<file path="config.mk">
export PLATFORM = sky130hd
export DESIGN_NAME = dcs_core
export DESIGN_NICKNAME = d
export VERILOG_FILES = /design/src/rtl/dcs_pkg.sv /design/src/rtl/dcs_mul.sv /design/src/rtl/dcs_shift.sv /design/src/rtl/dcs_core.sv
export SDC_FILE = /design/constraint.sdc
export NUM_CORES = 2
export LEC_CHECK = 0
export BUFFER_PORTS_ARGS = -buffer_cell sky130_fd_sc_hd__buf_2
export CAP_MARGIN = 20
export CORE_ASPECT_RATIO = 1.75
export CORE_UTILIZATION = 55
export DETAILED_ROUTE_END_ITERATION = 10
export GPL_TIMING_DRIVEN = 1
export PLACE_DENSITY = 0.7
export SYNTH_ARGS = -nofsm -noshare
export SYNTH_HDL_FRONTEND = slang
export SYNTH_HIERARCHICAL = 1
export SYNTH_SLANG_ARGS = --single-unit
</file>
<file path="constraint.sdc">
create_clock -name clk_i -period 28.6 [get_ports clk_i]
set_input_delay 5.72 -clock clk_i [delete_from_list [all_inputs] [get_ports clk_i]]
set_output_delay 5.72 -clock clk_i [all_outputs]
set_load 0.01 [all_outputs]
</file>
<file path="src/rtl/dcs_pkg.sv">
// Constants and types shared by the core datapath files.
package dcs_pkg;
  // Register byte offsets on the APB slave.
  localparam logic [7:0] ADR_STAT  = 8'h00;
  localparam logic [7:0] ADR_CTRL  = 8'h04;
  localparam logic [7:0] ADR_PVPG  = 8'h08;
  localparam logic [7:0] ADR_CMD   = 8'h0C;
  localparam logic [7:0] ADR_PC    = 8'h10;
  localparam logic [7:0] ADR_ACAL  = 8'h14;
  localparam logic [7:0] ADR_ACAH  = 8'h18;
  localparam logic [7:0] ADR_ACBL  = 8'h1C;
  localparam logic [7:0] ADR_ACBH  = 8'h20;
  localparam logic [7:0] ADR_LOOP  = 8'h24;
  localparam logic [7:0] ADR_MODR  = 8'h28;
  localparam logic [7:0] ADR_WBASE = 8'h40;
  // Status word bit positions.
  localparam int CW_AOVF = 15;
  localparam int CW_BOVF = 14;
  localparam int CW_ACLP = 13;
  localparam int CW_BCLP = 12;
  localparam int CW_EOVF = 11;
  localparam int CW_ECLP = 10;
  localparam int CW_LOOP = 9;
  localparam int CW_HCY  = 8;
  localparam int CW_PRIO = 5;
  localparam int CW_REP  = 4;
  localparam int CW_N    = 3;
  localparam int CW_V    = 2;
  localparam int CW_Z    = 1;
  localparam int CW_C    = 0;
  // Control word bit positions.
  localparam int CT_PRI3 = 0;
  localparam int CT_PSV  = 1;
  localparam int CT_SATA = 2;
  localparam int CT_SATB = 3;
  localparam int CT_US   = 4;
  localparam int CT_INT  = 5;
  localparam int CT_BREV = 6;
  localparam int CT_NEST = 7;
  // Command word field positions.
  localparam int CM_OP   = 0;
  localparam int CM_RD   = 4;
  localparam int CM_RS   = 8;
  localparam int CM_RT   = 12;
  localparam int CM_BYTE = 16;
  localparam int CM_ACC  = 17;
  localparam int CM_SH   = 18;
  localparam int CM_REP  = 24;
  // Divide timing and datapath constants.
  localparam int          DIV_CYCLES = 19;
  localparam logic [4:0]  DIV_LOAD   = 5'(DIV_CYCLES - 1);
  localparam logic [4:0]  DIV_ITLO   = 5'h2;
  localparam logic [4:0]  SH_MAX     = 5'h10;
  localparam logic [3:0]  W_SP       = 4'hF;
  localparam logic [3:0]  W_XP       = 4'h8;
  localparam logic [3:0]  W_YP       = 4'hA;
  localparam logic [15:0] ADDR_STEP  = 16'h0002;
  localparam logic [22:0] PC_STEP    = 23'h00_0002;
  localparam logic [39:0] SAT_POS    = 40'h00_7FFF_FFFF;
  localparam logic [39:0] SAT_NEG    = 40'hFF_8000_0000;
  // Operations carried by the command word.
  typedef enum logic [3:0] {
    OP_NOP, OP_ADD, OP_SUB, OP_AND, OP_MUL, OP_MAC, OP_SHA, OP_DIV, OP_AGU, OP_CALL
  } dcs_op_t;
  // Data memory write port.
  typedef struct packed {
    logic        we;
    logic [15:0] addr;
    logic [15:0] data;
  } dcs_dm_t;
  // Complete state of the core.
  typedef struct packed {
    logic [15:0]       csw;
    logic [7:0]        ctrl;
    logic [7:0]        pvpg;
    logic [22:0]       pc;
    logic [15:0][15:0] w;
    logic [39:0]       acca;
    logic [39:0]       accb;
    logic [31:0]       cmd;
    logic [7:0]        rcnt;
    logic              busy;
    logic              call2;
    logic [4:0]        dv_cnt;
    logic [15:0]       dq;
    logic [15:0]       dr;
    logic [15:0]       dloop;
    logic [31:0]       modr;
    logic [31:0]       prdata;
    logic              pvhit;
    logic [22:0]       pvaddr;
    dcs_dm_t           dm;
  } dcs_st_t;
  // Power-on value: every flag and control bit is clear.
  localparam dcs_st_t ST_RST = '0;
endpackage : dcs_pkg

</file>
<file path="src/rtl/dcs_mul.sv">
// Shared 17x17 multiplier with per-operand sign control.
`timescale 1ns/1ns
`default_nettype none
module dcs_mul (
  // Operands and their signedness.
  input  wire logic        [15:0] a_i,
  input  wire logic        [15:0] b_i,
  input  wire logic               a_uns_i,
  input  wire logic               b_uns_i,
  // Signed product.
  output logic signed      [33:0] p_o
);
  logic signed [16:0] a17;
  logic signed [16:0] b17;

  // One extra bit lets a single signed array serve every sign mix, so -1 x -1 stays exact.
  assign a17 = {~a_uns_i & a_i[15], a_i};
  assign b17 = {~b_uns_i & b_i[15], b_i};
  assign p_o = a17 * b17;
endmodule : dcs_mul
`default_nettype wire

</file>
<file path="src/rtl/dcs_shift.sv">
// Bidirectional 40-bit arithmetic barrel shifter.
`timescale 1ns/1ns
`default_nettype none
module dcs_shift (
  // Operand and signed shift count, positive shifts left.
  input  wire logic        [39:0] x_i,
  input  wire logic signed [5:0]  amt_i,
  // Shifted result.
  output logic             [39:0] y_o
);
  import dcs_pkg::*;
  logic [5:0] mag;
  logic [4:0] magc;

  // Counts beyond sixteen are clamped rather than wrapped.
  assign mag  = amt_i[5] ? 6'(-amt_i) : 6'(amt_i);
  assign magc = (mag > 6'(SH_MAX)) ? SH_MAX : mag[4:0];
  assign y_o  = amt_i[5] ? 40'($signed(x_i) >>> magc) : (x_i << magc);
endmodule : dcs_shift
`default_nettype wire

</file>
<file path="src/rtl/dcs_core.sv">
// Core datapath and status word of the signal controller, reached over APB.
//
// Implementation choices: the APB slave port and the register addresses.
`timescale 1ns/1ns
`default_nettype none
// Operation
// RULE_01: A 23-bit program counter addresses program memory of 24-bit words.
// RULE_02: Instructions take one cycle; calls take two.
// RULE_03: Repeat and block loops cost nothing and an interrupt may pause them.
// RULE_04: Sixteen 16-bit working registers; the last is the stack pointer.
// RULE_05: Read, register read, memory write and fetch all fit one cycle.
// RULE_06: 32K-word data space with separate X and Y pointers.
// RULE_07: Modulo stepping on X and Y; bit-reversed stepping on X only.
// RULE_08: Upper data half may map to program memory via an 8-bit page.
// RULE_09: 17x17 multiplier, 40-bit ALU and two saturating 40-bit accumulators.
// RULE_10: 40-bit shifter moves up to 16 places either way in one cycle.
// RULE_11: Multiply-accumulate multiplies two registers and accumulates with optional saturation.
// RULE_12: Signed, unsigned and mixed multiply; minus one squared is exact.
// RULE_13: Divide runs 19 cycles in a repeat and survives interrupts.
// RULE_14: Status bits 15 and 14 show accumulator A and B overflow.
// RULE_15: Sticky bits 13 and 12 record saturation; software can only clear.
// RULE_16: Bit 11 is the OR of both overflow bits.
// RULE_17: Bit 10 ORs the sticky bits; clearing it clears both.
// RULE_18: Bit 9 is high while a block loop runs.
// RULE_19: Bit 8 is carry out of bit 3 for bytes, bit 7 for words.
// RULE_20: Priority level joins bits 7:5 with a control bit that blocks interrupts.
// RULE_21: Priority bits are read-only while nesting is disabled.
// RULE_22: Bit 4 is high while a repeat runs.
// RULE_23: Bit 3 shows a negative result.
// RULE_24: Bit 2 flags signed overflow; bit 0 is carry out of the top bit.
// RULE_25: Bit 1 is set by a zero result and cleared by non-zero.
// RULE_26: Reset clears the whole status word.
module dcs_core (
  // Clock and reset.
  input  wire logic                clk_i,
  input  wire logic                sys_rst_i,
  // APB slave.
  input  wire logic                psel_i,
  input  wire logic                penable_i,
  input  wire logic                pwrite_i,
  input  wire logic [7:0]          paddr_i,
  input  wire logic [31:0]         pwdata_i,
  output logic      [31:0]         prdata_o,
  output logic                     pready_o,
  output logic                     pslverr_o,
  // Core event and data-space view.
  input  wire logic                irq_i,
  input  wire logic [15:0]         dv_addr_i,
  output logic                     pv_hit_o,
  output logic      [22:0]         pv_addr_o,
  // Memory ports and priority.
  output logic      [22:0]         pm_addr_o,
  output dcs_pkg::dcs_dm_t         dm_o,
  output logic      [3:0]          priority_o,
  output logic                     user_irq_block_o
);
  import dcs_pkg::*;

  dcs_st_t     s;
  dcs_st_t     n;
  dcs_op_t     op;
  logic [3:0]  rd;
  logic [3:0]  rs;
  logic [3:0]  rt;
  logic [15:0] opa;
  logic [15:0] opb;
  logic [15:0] addb;
  logic        byte_op;
  logic        cin;
  logic [16:0] sum;
  logic [8:0]  lo9;
  logic [4:0]  lo5;
  logic [15:0] res;
  logic        msb_n;
  logic        acc_sel;
  logic        sat_en;
  logic [39:0] acc_cur;
  logic [39:0] sh_out;
  logic [40:0] addend;
  logic [40:0] raw;
  logic        clip;
  logic [39:0] acc_new;
  logic [33:0] prod;
  logic [16:0] dtry;
  logic        exec;
  logic        wr;
  logic        wr_stat;
  logic        mapped;
  logic        rep_on;
  logic [15:0] csw_v;
  logic        done;
  logic        w_hit;

  // Bit reversal for the X pointer's reversed-carry stepping.
  function automatic logic [15:0] brv(input logic [15:0] v);
    logic [15:0] r;
    r = '0;
    for (int i = 0; i < 16; i++) begin
      r[i] = v[15 - i];
    end
    return r;
  endfunction : brv

  // Accumulator overflow: guard bits no longer a sign extension of bit 31.
  function automatic logic ovf(input logic [39:0] x);
    return !((&x[39:31]) | ~(|x[39:31]));
  endfunction : ovf

  // Command fields and the three-operand register reads.
  assign op      = dcs_op_t'(s.cmd[CM_OP +: 4]);
  assign rd      = s.cmd[CM_RD +: 4];
  assign rs      = s.cmd[CM_RS +: 4];
  assign rt      = s.cmd[CM_RT +: 4];
  assign byte_op = s.cmd[CM_BYTE];
  assign opa     = s.w[rs]; // RULE_05
  assign opb     = s.w[rt];

  // Integer adder; subtraction adds the complement so carry doubles as not-borrow.
  assign cin   = (op == OP_SUB);
  assign addb  = cin ? ~opb : opb;
  assign sum   = {1'b0, opa} + {1'b0, addb} + 17'(cin);
  assign lo9   = {1'b0, opa[7:0]} + {1'b0, addb[7:0]} + 9'(cin);
  assign lo5   = {1'b0, opa[3:0]} + {1'b0, addb[3:0]} + 5'(cin);
  assign res   = (op == OP_AND) ? (opa & opb) : sum[15:0];
  assign msb_n = byte_op ? res[7] : res[15];

  // Accumulator path shared by multiply-accumulate and shift.
  assign acc_sel = s.cmd[CM_ACC];
  assign acc_cur = acc_sel ? s.accb : s.acca;
  assign sat_en  = acc_sel ? s.ctrl[CT_SATB] : s.ctrl[CT_SATA];
  assign addend  = s.ctrl[CT_INT] ? 41'($signed(prod)) : 41'($signed({prod, 1'b0}));
  assign raw     = (op == OP_MAC) ? ({acc_cur[39], acc_cur} + addend) : {sh_out[39], sh_out}; // RULE_11
  // Clip to the 1.31 range; the true sign lives in the extra top bit.
  assign clip    = sat_en & ~((&raw[40:31]) | ~(|raw[40:31]));
  assign acc_new = clip ? (raw[40] ? SAT_NEG : SAT_POS) : raw[39:0]; // RULE_09

  // One multiplier serves both instruction classes; byte flag makes OP_MUL a mixed-sign multiply.
  dcs_mul u_mul (
    .a_i     (opa),
    .b_i     (opb),
    .a_uns_i (s.ctrl[CT_US]),
    .b_uns_i (s.ctrl[CT_US] | (op == OP_MUL && byte_op)),
    .p_o     (prod)
  ); // RULE_12

  dcs_shift u_shift (
    .x_i   (acc_cur),
    .amt_i (s.cmd[CM_SH +: 6]),
    .y_o   (sh_out)
  ); // RULE_10

  // Restoring divide trial subtraction on the partial remainder.
  assign dtry = {s.dr, s.dq[15]};

  // Bus decode; the interrupt freezes execution so loop and divide state wait intact.
  assign exec    = s.busy & ~irq_i; // RULE_03
  assign wr      = psel_i & penable_i & pwrite_i;
  assign wr_stat = wr && paddr_i == ADR_STAT;
  assign w_hit   = paddr_i[7:6] == ADR_WBASE[7:6];
  assign mapped  = (paddr_i[1:0] == 2'h0) && (paddr_i <= ADR_MODR || w_hit);

  // Composed status view: overflow and combined bits follow live state.
  assign rep_on = s.busy & ((s.rcnt != 8'h00) | (op == OP_DIV)); // RULE_22
  assign csw_v  = {ovf(s.acca), ovf(s.accb), s.csw[CW_ACLP], s.csw[CW_BCLP], // RULE_14
                   ovf(s.acca) | ovf(s.accb), s.csw[CW_ACLP] | s.csw[CW_BCLP], // RULE_16 RULE_17
                   s.dloop != 16'h0000, s.csw[CW_HCY], s.csw[CW_PRIO +: 3], rep_on, s.csw[3:0]}; // RULE_18

  // Next-state logic: bus effects first, then execution, so hardware sets win.
  always_comb begin
    n       = s;
    done    = 1'b0;
    n.dm.we = 1'b0;
    n.pvhit  = s.ctrl[CT_PSV] & dv_addr_i[15]; // RULE_08
    n.pvaddr = {s.pvpg, dv_addr_i[14:0]};
    if (psel_i && !penable_i) begin
      case (paddr_i)
        ADR_STAT: n.prdata = {16'h0000, csw_v};
        ADR_CTRL: n.prdata = {s.busy, 23'h00_0000, s.ctrl};
        ADR_PVPG: n.prdata = {24'h00_0000, s.pvpg};
        ADR_CMD:  n.prdata = s.cmd;
        ADR_PC:   n.prdata = {9'h000, s.pc};
        ADR_ACAL: n.prdata = s.acca[31:0];
        ADR_ACAH: n.prdata = {24'h00_0000, s.acca[39:32]};
        ADR_ACBL: n.prdata = s.accb[31:0];
        ADR_ACBH: n.prdata = {24'h00_0000, s.accb[39:32]};
        ADR_LOOP: n.prdata = {16'h0000, s.dloop};
        ADR_MODR: n.prdata = s.modr;
        default:  n.prdata = (w_hit && mapped) ? {16'h0000, s.w[paddr_i[5:2]]} : 32'h0000_0000;
      endcase
    end
    if (wr) begin
      case (paddr_i)
        ADR_STAT: begin
          n.csw[CW_ACLP] = s.csw[CW_ACLP] & pwdata_i[CW_ACLP] & pwdata_i[CW_ECLP]; // RULE_15 RULE_17
          n.csw[CW_BCLP] = s.csw[CW_BCLP] & pwdata_i[CW_BCLP] & pwdata_i[CW_ECLP];
          if (!s.ctrl[CT_NEST]) begin
            n.csw[CW_PRIO +: 3] = pwdata_i[CW_PRIO +: 3]; // RULE_21
          end
          n.csw[CW_HCY] = pwdata_i[CW_HCY];
          n.csw[3:0]    = pwdata_i[3:0];
        end
        ADR_CTRL: n.ctrl = pwdata_i[7:0];
        ADR_PVPG: n.pvpg = pwdata_i[7:0];
        ADR_CMD: begin
          if (!s.busy) begin
            n.cmd  = pwdata_i;
            n.busy = 1'b1;
            n.rcnt = pwdata_i[CM_REP +: 8];
          end
        end
        ADR_LOOP: n.dloop = pwdata_i[15:0];
        ADR_MODR: n.modr  = pwdata_i;
        default: begin
          if (w_hit && mapped) begin
            n.w[paddr_i[5:2]] = pwdata_i[15:0]; // RULE_04
          end
        end
      endcase
    end
    if (exec) begin
      case (op)
        OP_ADD, OP_SUB, OP_AND: begin
          if (byte_op) begin
            n.w[rd][7:0] = res[7:0];
            n.csw[CW_Z]  = res[7:0] == 8'h00;
          end else begin
            n.w[rd]      = res;
            n.csw[CW_Z]  = res == 16'h0000; // RULE_25
          end
          // AND keeps both carries, including a value software wrote in this cycle.
          if (op != OP_AND) begin
            n.csw[CW_C]   = byte_op ? lo9[8] : sum[16]; // RULE_24
            n.csw[CW_HCY] = byte_op ? lo5[4] : lo9[8]; // RULE_19
          end
          n.csw[CW_N] = msb_n; // RULE_23
          n.csw[CW_V] = (op != OP_AND) && ((byte_op ? (opa[7] == addb[7]) : (opa[15] == addb[15]))
                        && (msb_n != (byte_op ? opa[7] : opa[15]))); // RULE_24
          done = 1'b1;
        end
        OP_MUL: begin
          n.w[rd]             = prod[15:0];
          n.w[4'(rd + 4'h1)]  = prod[31:16];
          done = 1'b1;
        end
        OP_MAC, OP_SHA: begin
          // Building on the bus result lets a clip win over a clear in the same cycle.
          if (acc_sel) begin
            n.accb = acc_new;
            n.csw[CW_BCLP] = n.csw[CW_BCLP] | clip;
          end else begin
            n.acca = acc_new;
            n.csw[CW_ACLP] = n.csw[CW_ACLP] | clip; // RULE_15
          end
          done = 1'b1;
        end
        OP_DIV: begin
          if (s.dv_cnt == 5'h00) begin
            n.dv_cnt = DIV_LOAD;
            n.dr     = byte_op ? 16'h0000 : s.w[4'(rs + 4'h1)];
            n.dq     = opa;
          end else begin
            n.dv_cnt = s.dv_cnt - 5'h01;
            if (s.dv_cnt >= DIV_ITLO && s.dv_cnt < DIV_LOAD) begin
              n.dr = (dtry >= {1'b0, opb}) ? 16'(dtry - {1'b0, opb}) : dtry[15:0];
              n.dq = {s.dq[14:0], dtry >= {1'b0, opb}};
            end
            if (s.dv_cnt == 5'h01) begin
              n.w[0] = s.dq; // RULE_13
              n.w[1] = s.dr;
              done   = 1'b1;
            end
          end
        end
        OP_AGU: begin
          // X steps reversed or modulo; Y only modulo.
          if (s.ctrl[CT_BREV]) begin
            n.w[W_XP] = brv(brv(s.w[W_XP]) + brv(opb)); // RULE_07
          end else begin
            n.w[W_XP] = (s.w[W_XP] == s.modr[31:16]) ? s.modr[15:0] : s.w[W_XP] + ADDR_STEP; // RULE_06
          end
          n.w[W_YP] = (s.w[W_YP] == s.modr[31:16]) ? s.modr[15:0] : s.w[W_YP] + ADDR_STEP;
          done = 1'b1;
        end
        OP_CALL: begin
          // First cycle pushes the return address, second changes flow.
          if (!s.call2) begin
            n.dm.we   = 1'b1;
            n.dm.addr = s.w[W_SP];
            n.dm.data = 16'(s.pc + PC_STEP);
            n.w[W_SP] = s.w[W_SP] + ADDR_STEP; // RULE_04
            n.call2   = 1'b1;
          end else begin
            n.call2 = 1'b0;
            n.pc    = {7'h00, opa}; // RULE_02
            done    = 1'b1;
          end
        end
        default: done = 1'b1;
      endcase
      if (done) begin
        if (s.rcnt != 8'h00) begin
          n.rcnt = s.rcnt - 8'h01; // RULE_03
        end else begin
          n.busy = 1'b0;
          if (op != OP_CALL) begin
            n.pc = s.pc + PC_STEP; // RULE_01
          end
          if (s.dloop != 16'h0000) begin
            n.dloop = s.dloop - 16'h0001;
          end
        end
      end
    end
  end

  // Single state register; reset clears all flags and controls.
  always_ff @(posedge clk_i or posedge sys_rst_i) begin
    if (sys_rst_i) begin
      s <= ST_RST; // RULE_26
    end else begin
      s <= n;
    end
  end

  // Zero-wait slave; read data was captured in the setup cycle.
  assign prdata_o         = s.prdata;
  assign pready_o         = 1'b1;
  assign pslverr_o        = psel_i & penable_i & (~mapped | (pwrite_i & paddr_i == ADR_CMD & s.busy));
  assign pv_hit_o         = s.pvhit;
  assign pv_addr_o        = s.pvaddr;
  assign pm_addr_o        = s.pc;
  assign dm_o             = s.dm;
  assign priority_o       = {s.ctrl[CT_PRI3], s.csw[CW_PRIO +: 3]}; // RULE_20
  assign user_irq_block_o = s.ctrl[CT_PRI3];

  // Counts divide cycles for the length check.
  logic [4:0] dcyc_q;
  always_ff @(posedge clk_i or posedge sys_rst_i) begin
    if (sys_rst_i) begin
      dcyc_q <= 5'h00;
    end else if (exec && op == OP_DIV) begin
      dcyc_q <= (s.dv_cnt == 5'h01) ? 5'h00 : dcyc_q + 5'h01;
    end
  end
endmodule : dcs_core
`default_nettype wire

</file>
==> results.md, run 1 <==
* Die height at 475 um
* Post-synthesis compound-gate area fraction at 0.229
* Syn Std Cell Area at 70,300 um2
* Synthesized Nets at 8,809
* Clock buffer depth at 3
* Synth top area cells: dfrtp_1 (21%), mux4_2 (9.8%), fa_1 (8.5%)
* Yosys reg bits at 601
* Post-synthesis simple-gate area fraction at 0.148
* Pin count of the biggest net entering global routing at 123
* Post-CTS sizing at 0
* CTS sink count at 601
* Synth Flop Type: dfrtp_1
* Outcome: aborted with a tool error
* Hold-fix buffers at CTS at 0
* Stage reached: global routing
* Main combinational cell family by area after synthesis: compound AO/OA/AOI/OAI gates
* Io pins at 181
* Post-Syn Instances at 8,264
* GR Overflow Total at 2,289
* Post-detail-place hpwl at 316,000 um
* Global router's overall resource usage at 0.814
* Rows at 173
* H-tree lvl count at 3
* Yosys top cell by area: dfrtp_1
* Syn. warnings at 6
* Err: [ERROR GRT-0116] Global routing finished with congestion. Check the congestion regions in the DRC Viewer.
* Die X at 272 um
* Number of I/O port buffers at 179
* Synth Area in XOR/XNOR at 0.0260
* GP Congestion at 1.22
* Initial Utilization at 0.554
* Top cell type's share of synthesized area at 0.214
* Post-synthesis adder-cell area fraction at 0.118
* Post-CTS Setup Bufs at 0
* Number of global-route vias before repair at 90,488
* Register area share after synthesis at 0.214
* Global-route wire length before repair at 785,000 um
* Mux contribution to synthesized area at 0.188
* Clock root buffer: clkbuf_16
* Number of flops mapped to enable cells by yosys at 0
* Post-synth ARST share at 1.00
* Syn_area_per_cell at 8.50 um2
* Total CTS buffers at 69
* Unique masters post-synth at 110
[logic make-up after synthesis]
logic type	count (synthesis)
AO/OA/AOI/OAI	2427
AND/OR/NAND/NOR	2358
buffers and inverters	1269
multiplexers	917
flip-flops	601
adder cells (fa/ha/maj)	483
XOR/XNOR	208
other	1
[metal layers]
layer  GRT overflow  global-route usage
met5              2               0.275
met2           1549                1.00
met1             13               0.787
met4            705               0.859
met3             20               0.653
[cells in the mapped netlist (30+ instances only)]
cell / n
a22oi_1: 57
inv_1: 382
nand2_1: 969
a211oi_1: 230
nor2_1: 702
mux2i_1: 431
xnor2_1: 117
mux2_2: 180
a222oi_1: 38
buf_2: 63
nand2b_1: 47
nand3_1: 136
and2_1: 163
a21o_1: 60
and3_1: 44
nor2b_1: 43
dfrtp_1: 601
nor3_1: 90
or3_1: 33
o211ai_1: 83
o22ai_1: 191
buf_1: 74
buf_4: 125
clkbuf_1: 614
mux4_2: 306
a32oi_1: 58
nand4_1: 40
o221ai_1: 91
fa_1: 300
a31oi_1: 91
xor2_1: 90
ha_1: 183
a21oi_1: 675
o21a_1: 30
a221oi_1: 43
o221a_2: 31
o21ai_0: 432
[through the flow]
stage | instances | instance area, um2 | util | worst slack, ps | hold slack [ps]
floorplan | 8264 | 70300 | - | 6060 | 369
global placement | 9520 | 72400 | 0.571 | 14560 | 383
detailed placement | 9522 | 72400 | 0.571 | 14310 | 391
CTS | 9648 | 74900 | 0.591 | 14260 | 410
==> inputs of run 2 (changes only) <==
--- a/config.mk
+++ b/config.mk
@@ -7,11 +7,10 @@
 export LEC_CHECK = 0
 export BUFFER_PORTS_ARGS = -buffer_cell sky130_fd_sc_hd__buf_2
 export CAP_MARGIN = 20
-export CORE_ASPECT_RATIO = 1.75
-export CORE_UTILIZATION = 55
+export CORE_UTILIZATION = 40
 export DETAILED_ROUTE_END_ITERATION = 10
 export GPL_TIMING_DRIVEN = 1
-export PLACE_DENSITY = 0.7
+export PLACE_DENSITY_LB_ADDON = 0.15
 export SYNTH_ARGS = -nofsm -noshare
 export SYNTH_HDL_FRONTEND = slang
 export SYNTH_HIERARCHICAL = 1
==> results.md, run 2 <==
* Clk slew on worst S/H paths at 60 ps
* Yosys reg bits at 601 (unchanged)
* Seq pwr share at 0.377
* Core Area at 174,000 um2
* WP data arrival at 14,680 ps
* Internal at 1.62 mW
* Syn_area_per_cell at 8.50 um2 (unchanged)
* Final setup TNS at 0 ps
* Final min period at 14,130 ps
* Synth top area cells: dfrtp_1 (21%), mux4_2 (9.8%), fa_1 (8.5%)
* Die height at 421 um (-11%)
* Post-CTS Setup Bufs at 0 (unchanged)
* Outcome: finished clean
* Data required time of the critical path at 29,150 ps
* DRC Markers at 0
* Slew HR at 0.157
* Clock root buffer: clkbuf_16
* Max Transition Viols Final at 0
* Post-Syn Instances at 8,264 (unchanged)
* Max Cap Viol at 0
* Final period utilization at 0.494
* Critical path class: flop to flop
* RSZ-0062 raised after global routing: false
* Fin util at 0.435
* Final hold viol count at 0
* CTS tree: built
* Initial DRC count at 11,530
* Min-Delay Path Class: flop to flop
* Global-route wire length before repair at 510,000 um
* VDD IR max at 0.0000419 V
* DRT Pass-1 Iters at 8
* CP max-delay cell: buf_4
* Yosys top cell by area: dfrtp_1
* Most common cell after layout, fill and taps aside: nand2_1
* Layout cells sized above 1 at 0.158
* Clk pwr share at 0.457
* Post-detail-place hpwl at 250,000 um (-21%)
* Number of global-route vias before repair at 67,241
* Synthesized Nets at 8,809 (unchanged)
* Startpoint types: flop
* Delay-heaviest family, CP: adder cells
* Post-synth ARST share at 1.00 (unchanged)
* Post-CTS sizing at 0 (unchanged)
* Clock Skew at 36.0 ps
* Final setup viols at 0
* GP Congestion at 1.03 (-15%)
* Power per cell area at 31.9 nW/um2
* Most common cell in the netlist: nand2_1
* NetSw at 0.791 mW
* Pin count of the biggest net entering global routing at 180
* Total CTS buffers at 77 (+12%)
* Die footprint at 177,000 um2
* Register area share after synthesis at 0.214 (unchanged)
* Fmax at 70.8 MHz
* Nature of the critical path endpoint: flop
* Leak at 33.3 nW
* Global router's overall resource usage at 0.396
* CTS sink count at 601 (unchanged)
* Most frequent cells in the layout: nand2_1 (959), nor2_1 (679), a21oi_1 (670), dfrtp_1 (596), mux2i_1 (431)
* Later-pin clock latency in the skew report at 750 ps
* Hold-fix buffers at CTS at 0 (unchanged)
* Worst slew pin tran at 1260 ps
* Rows at 153 (-12%)
* Number of I/O port buffers at 179 (unchanged)
* GR Overflow Total at 0
* Top cell type's share of synthesized area at 0.214 (unchanged)
* Post-route ant nets at 0
* Io pins at 181 (unchanged)
* Syn. warnings at 6 (unchanged)
* Initial Utilization at 0.403 (-0.151)
* Number of flip-flops in the largest register at 435
* Number of flops mapped to enable cells by yosys at 0 (unchanged)
* Unique masters post-synth at 110 (unchanged)
* H-tree lvl count at 3 (unchanged)
* DR WL/cell at 35.3 um
* Initial antenna violation count at 26
* Die X at 421 um (+55%)
* Most used cell, CP: fa_1
* Via/cell ratio at 6.97
* Area Overhead vs Synth at 7.74%
* # nets final at 8,451
* Crit path max fanout at 56
* Top cells by count, synth: nand2_1 (969), nor2_1 (702), a21oi_1 (675)
* Sw frac at 0.328
* Max incr delay on CP at 840 ps
* Clock buffer depth at 3 (unchanged)
* Biggest register: s
* Via Count at 71,851
* Worst Path Buf+Inv at 8
* Synth Flop Type: dfrtp_1
* Post-Route WL at 364,000 um
* Syn Std Cell Area at 70,300 um2 (unchanged)
* Comb power frac at 0.166
==> run 2: cell counts after synthesis <==
Identical to the previous run, type by type.
==> run 2: per-layer routing <==
metal | part of all wire | wire length [um] | vias to the layer above | global-route usage
met5 | 0.0012 | 448 | - | 0.0134
met4 | 0.083 | 30300 | 16 | 0.278
met3 | 0.13 | 46900 | 1326 | 0.134
met2 | 0.41 | 151000 | 5265 | 0.564
met1 | 0.37 | 135000 | 35845 | 0.499
li1 | - | - | 29399 | -
==> run 2: metrics by stage <==
step	hold WS, ps	total power, mW	setup slack (ps)	instance area [um2]	instances
2_1_floorplan	369	1.15	6060	70300	8264
4_1_cts	418	2.40	14680	75500	10281
6_report	418	2.41	14470	75700	10310
3_3_place_gp	413	1.30	14720	72700	10136
5_1_grt	432	2.46	13870	75700	10298
3_5_place_dp	412	1.31	14690	72800	10141
==> run 2: power by group through the flow <==
stage	combinational, mW	sequential, mW	clock [mW]
4_1_cts	0.386	0.907	1.11
2_1_floorplan	0.248	0.900	0
5_1_grt	0.418	0.910	1.13
3_3_place_gp	0.382	0.921	0
6_report	0.401	0.910	1.10
3_5_place_dp	0.384	0.922	0
==> run 2: logic make-up after synthesis <==
group	count (synthesis)	synth area share
DFF	601	0.214
AOI/OAI and AO/OA	2427	0.229
muxes	917	0.188
xor gates and xnor gates	208	0.0260
buffers and inverters	1269	0.0765
and+or+nand+nor	2358	0.148
adders and majority gates	483	0.118
other	1	0.0000534
==> run 2: worst paths after layout <==
| check | startpoint | endpoint | slack [ps] | depth (start not counted) |
|---|---|---|---|---|
| max | rs[0] | s[260] | 14470 | 37 |
| min | n[52] | pv_addr_o[19] | 420 | 0 |
| max reg2reg | rs[0] | s[260] | 14470 | 37 |
| min reg2reg | n[52] | pv_addr_o[19] | 420 | 0 |
| max in group asynchronous | sys_rst_i | dtry[13] | 20530 | 5 |
| min in group asynchronous | sys_rst_i | pv_addr_o[12] | 5070 | 2 |
==> run 2: cell type report <==
| cell class | count | area [um2] |
|---|---|---|
| Fill cell | 17229 | 98500 |
| Multi-Input combinational cell | 6394 | 50500 |
| Sequential cell | 601 | 15100 |
| Timing Repair Buffer | 448 | 3000 |
| Tap cell | 2325 | 2910 |
| Clock buffer | 109 | 2230 |
| Inverter | 384 | 1450 |
| Clock inverter | 31 | 524 |
| Antenna cell | 18 | 45.0 |
No activity file was read; power rests on OpenSTA's default activity.
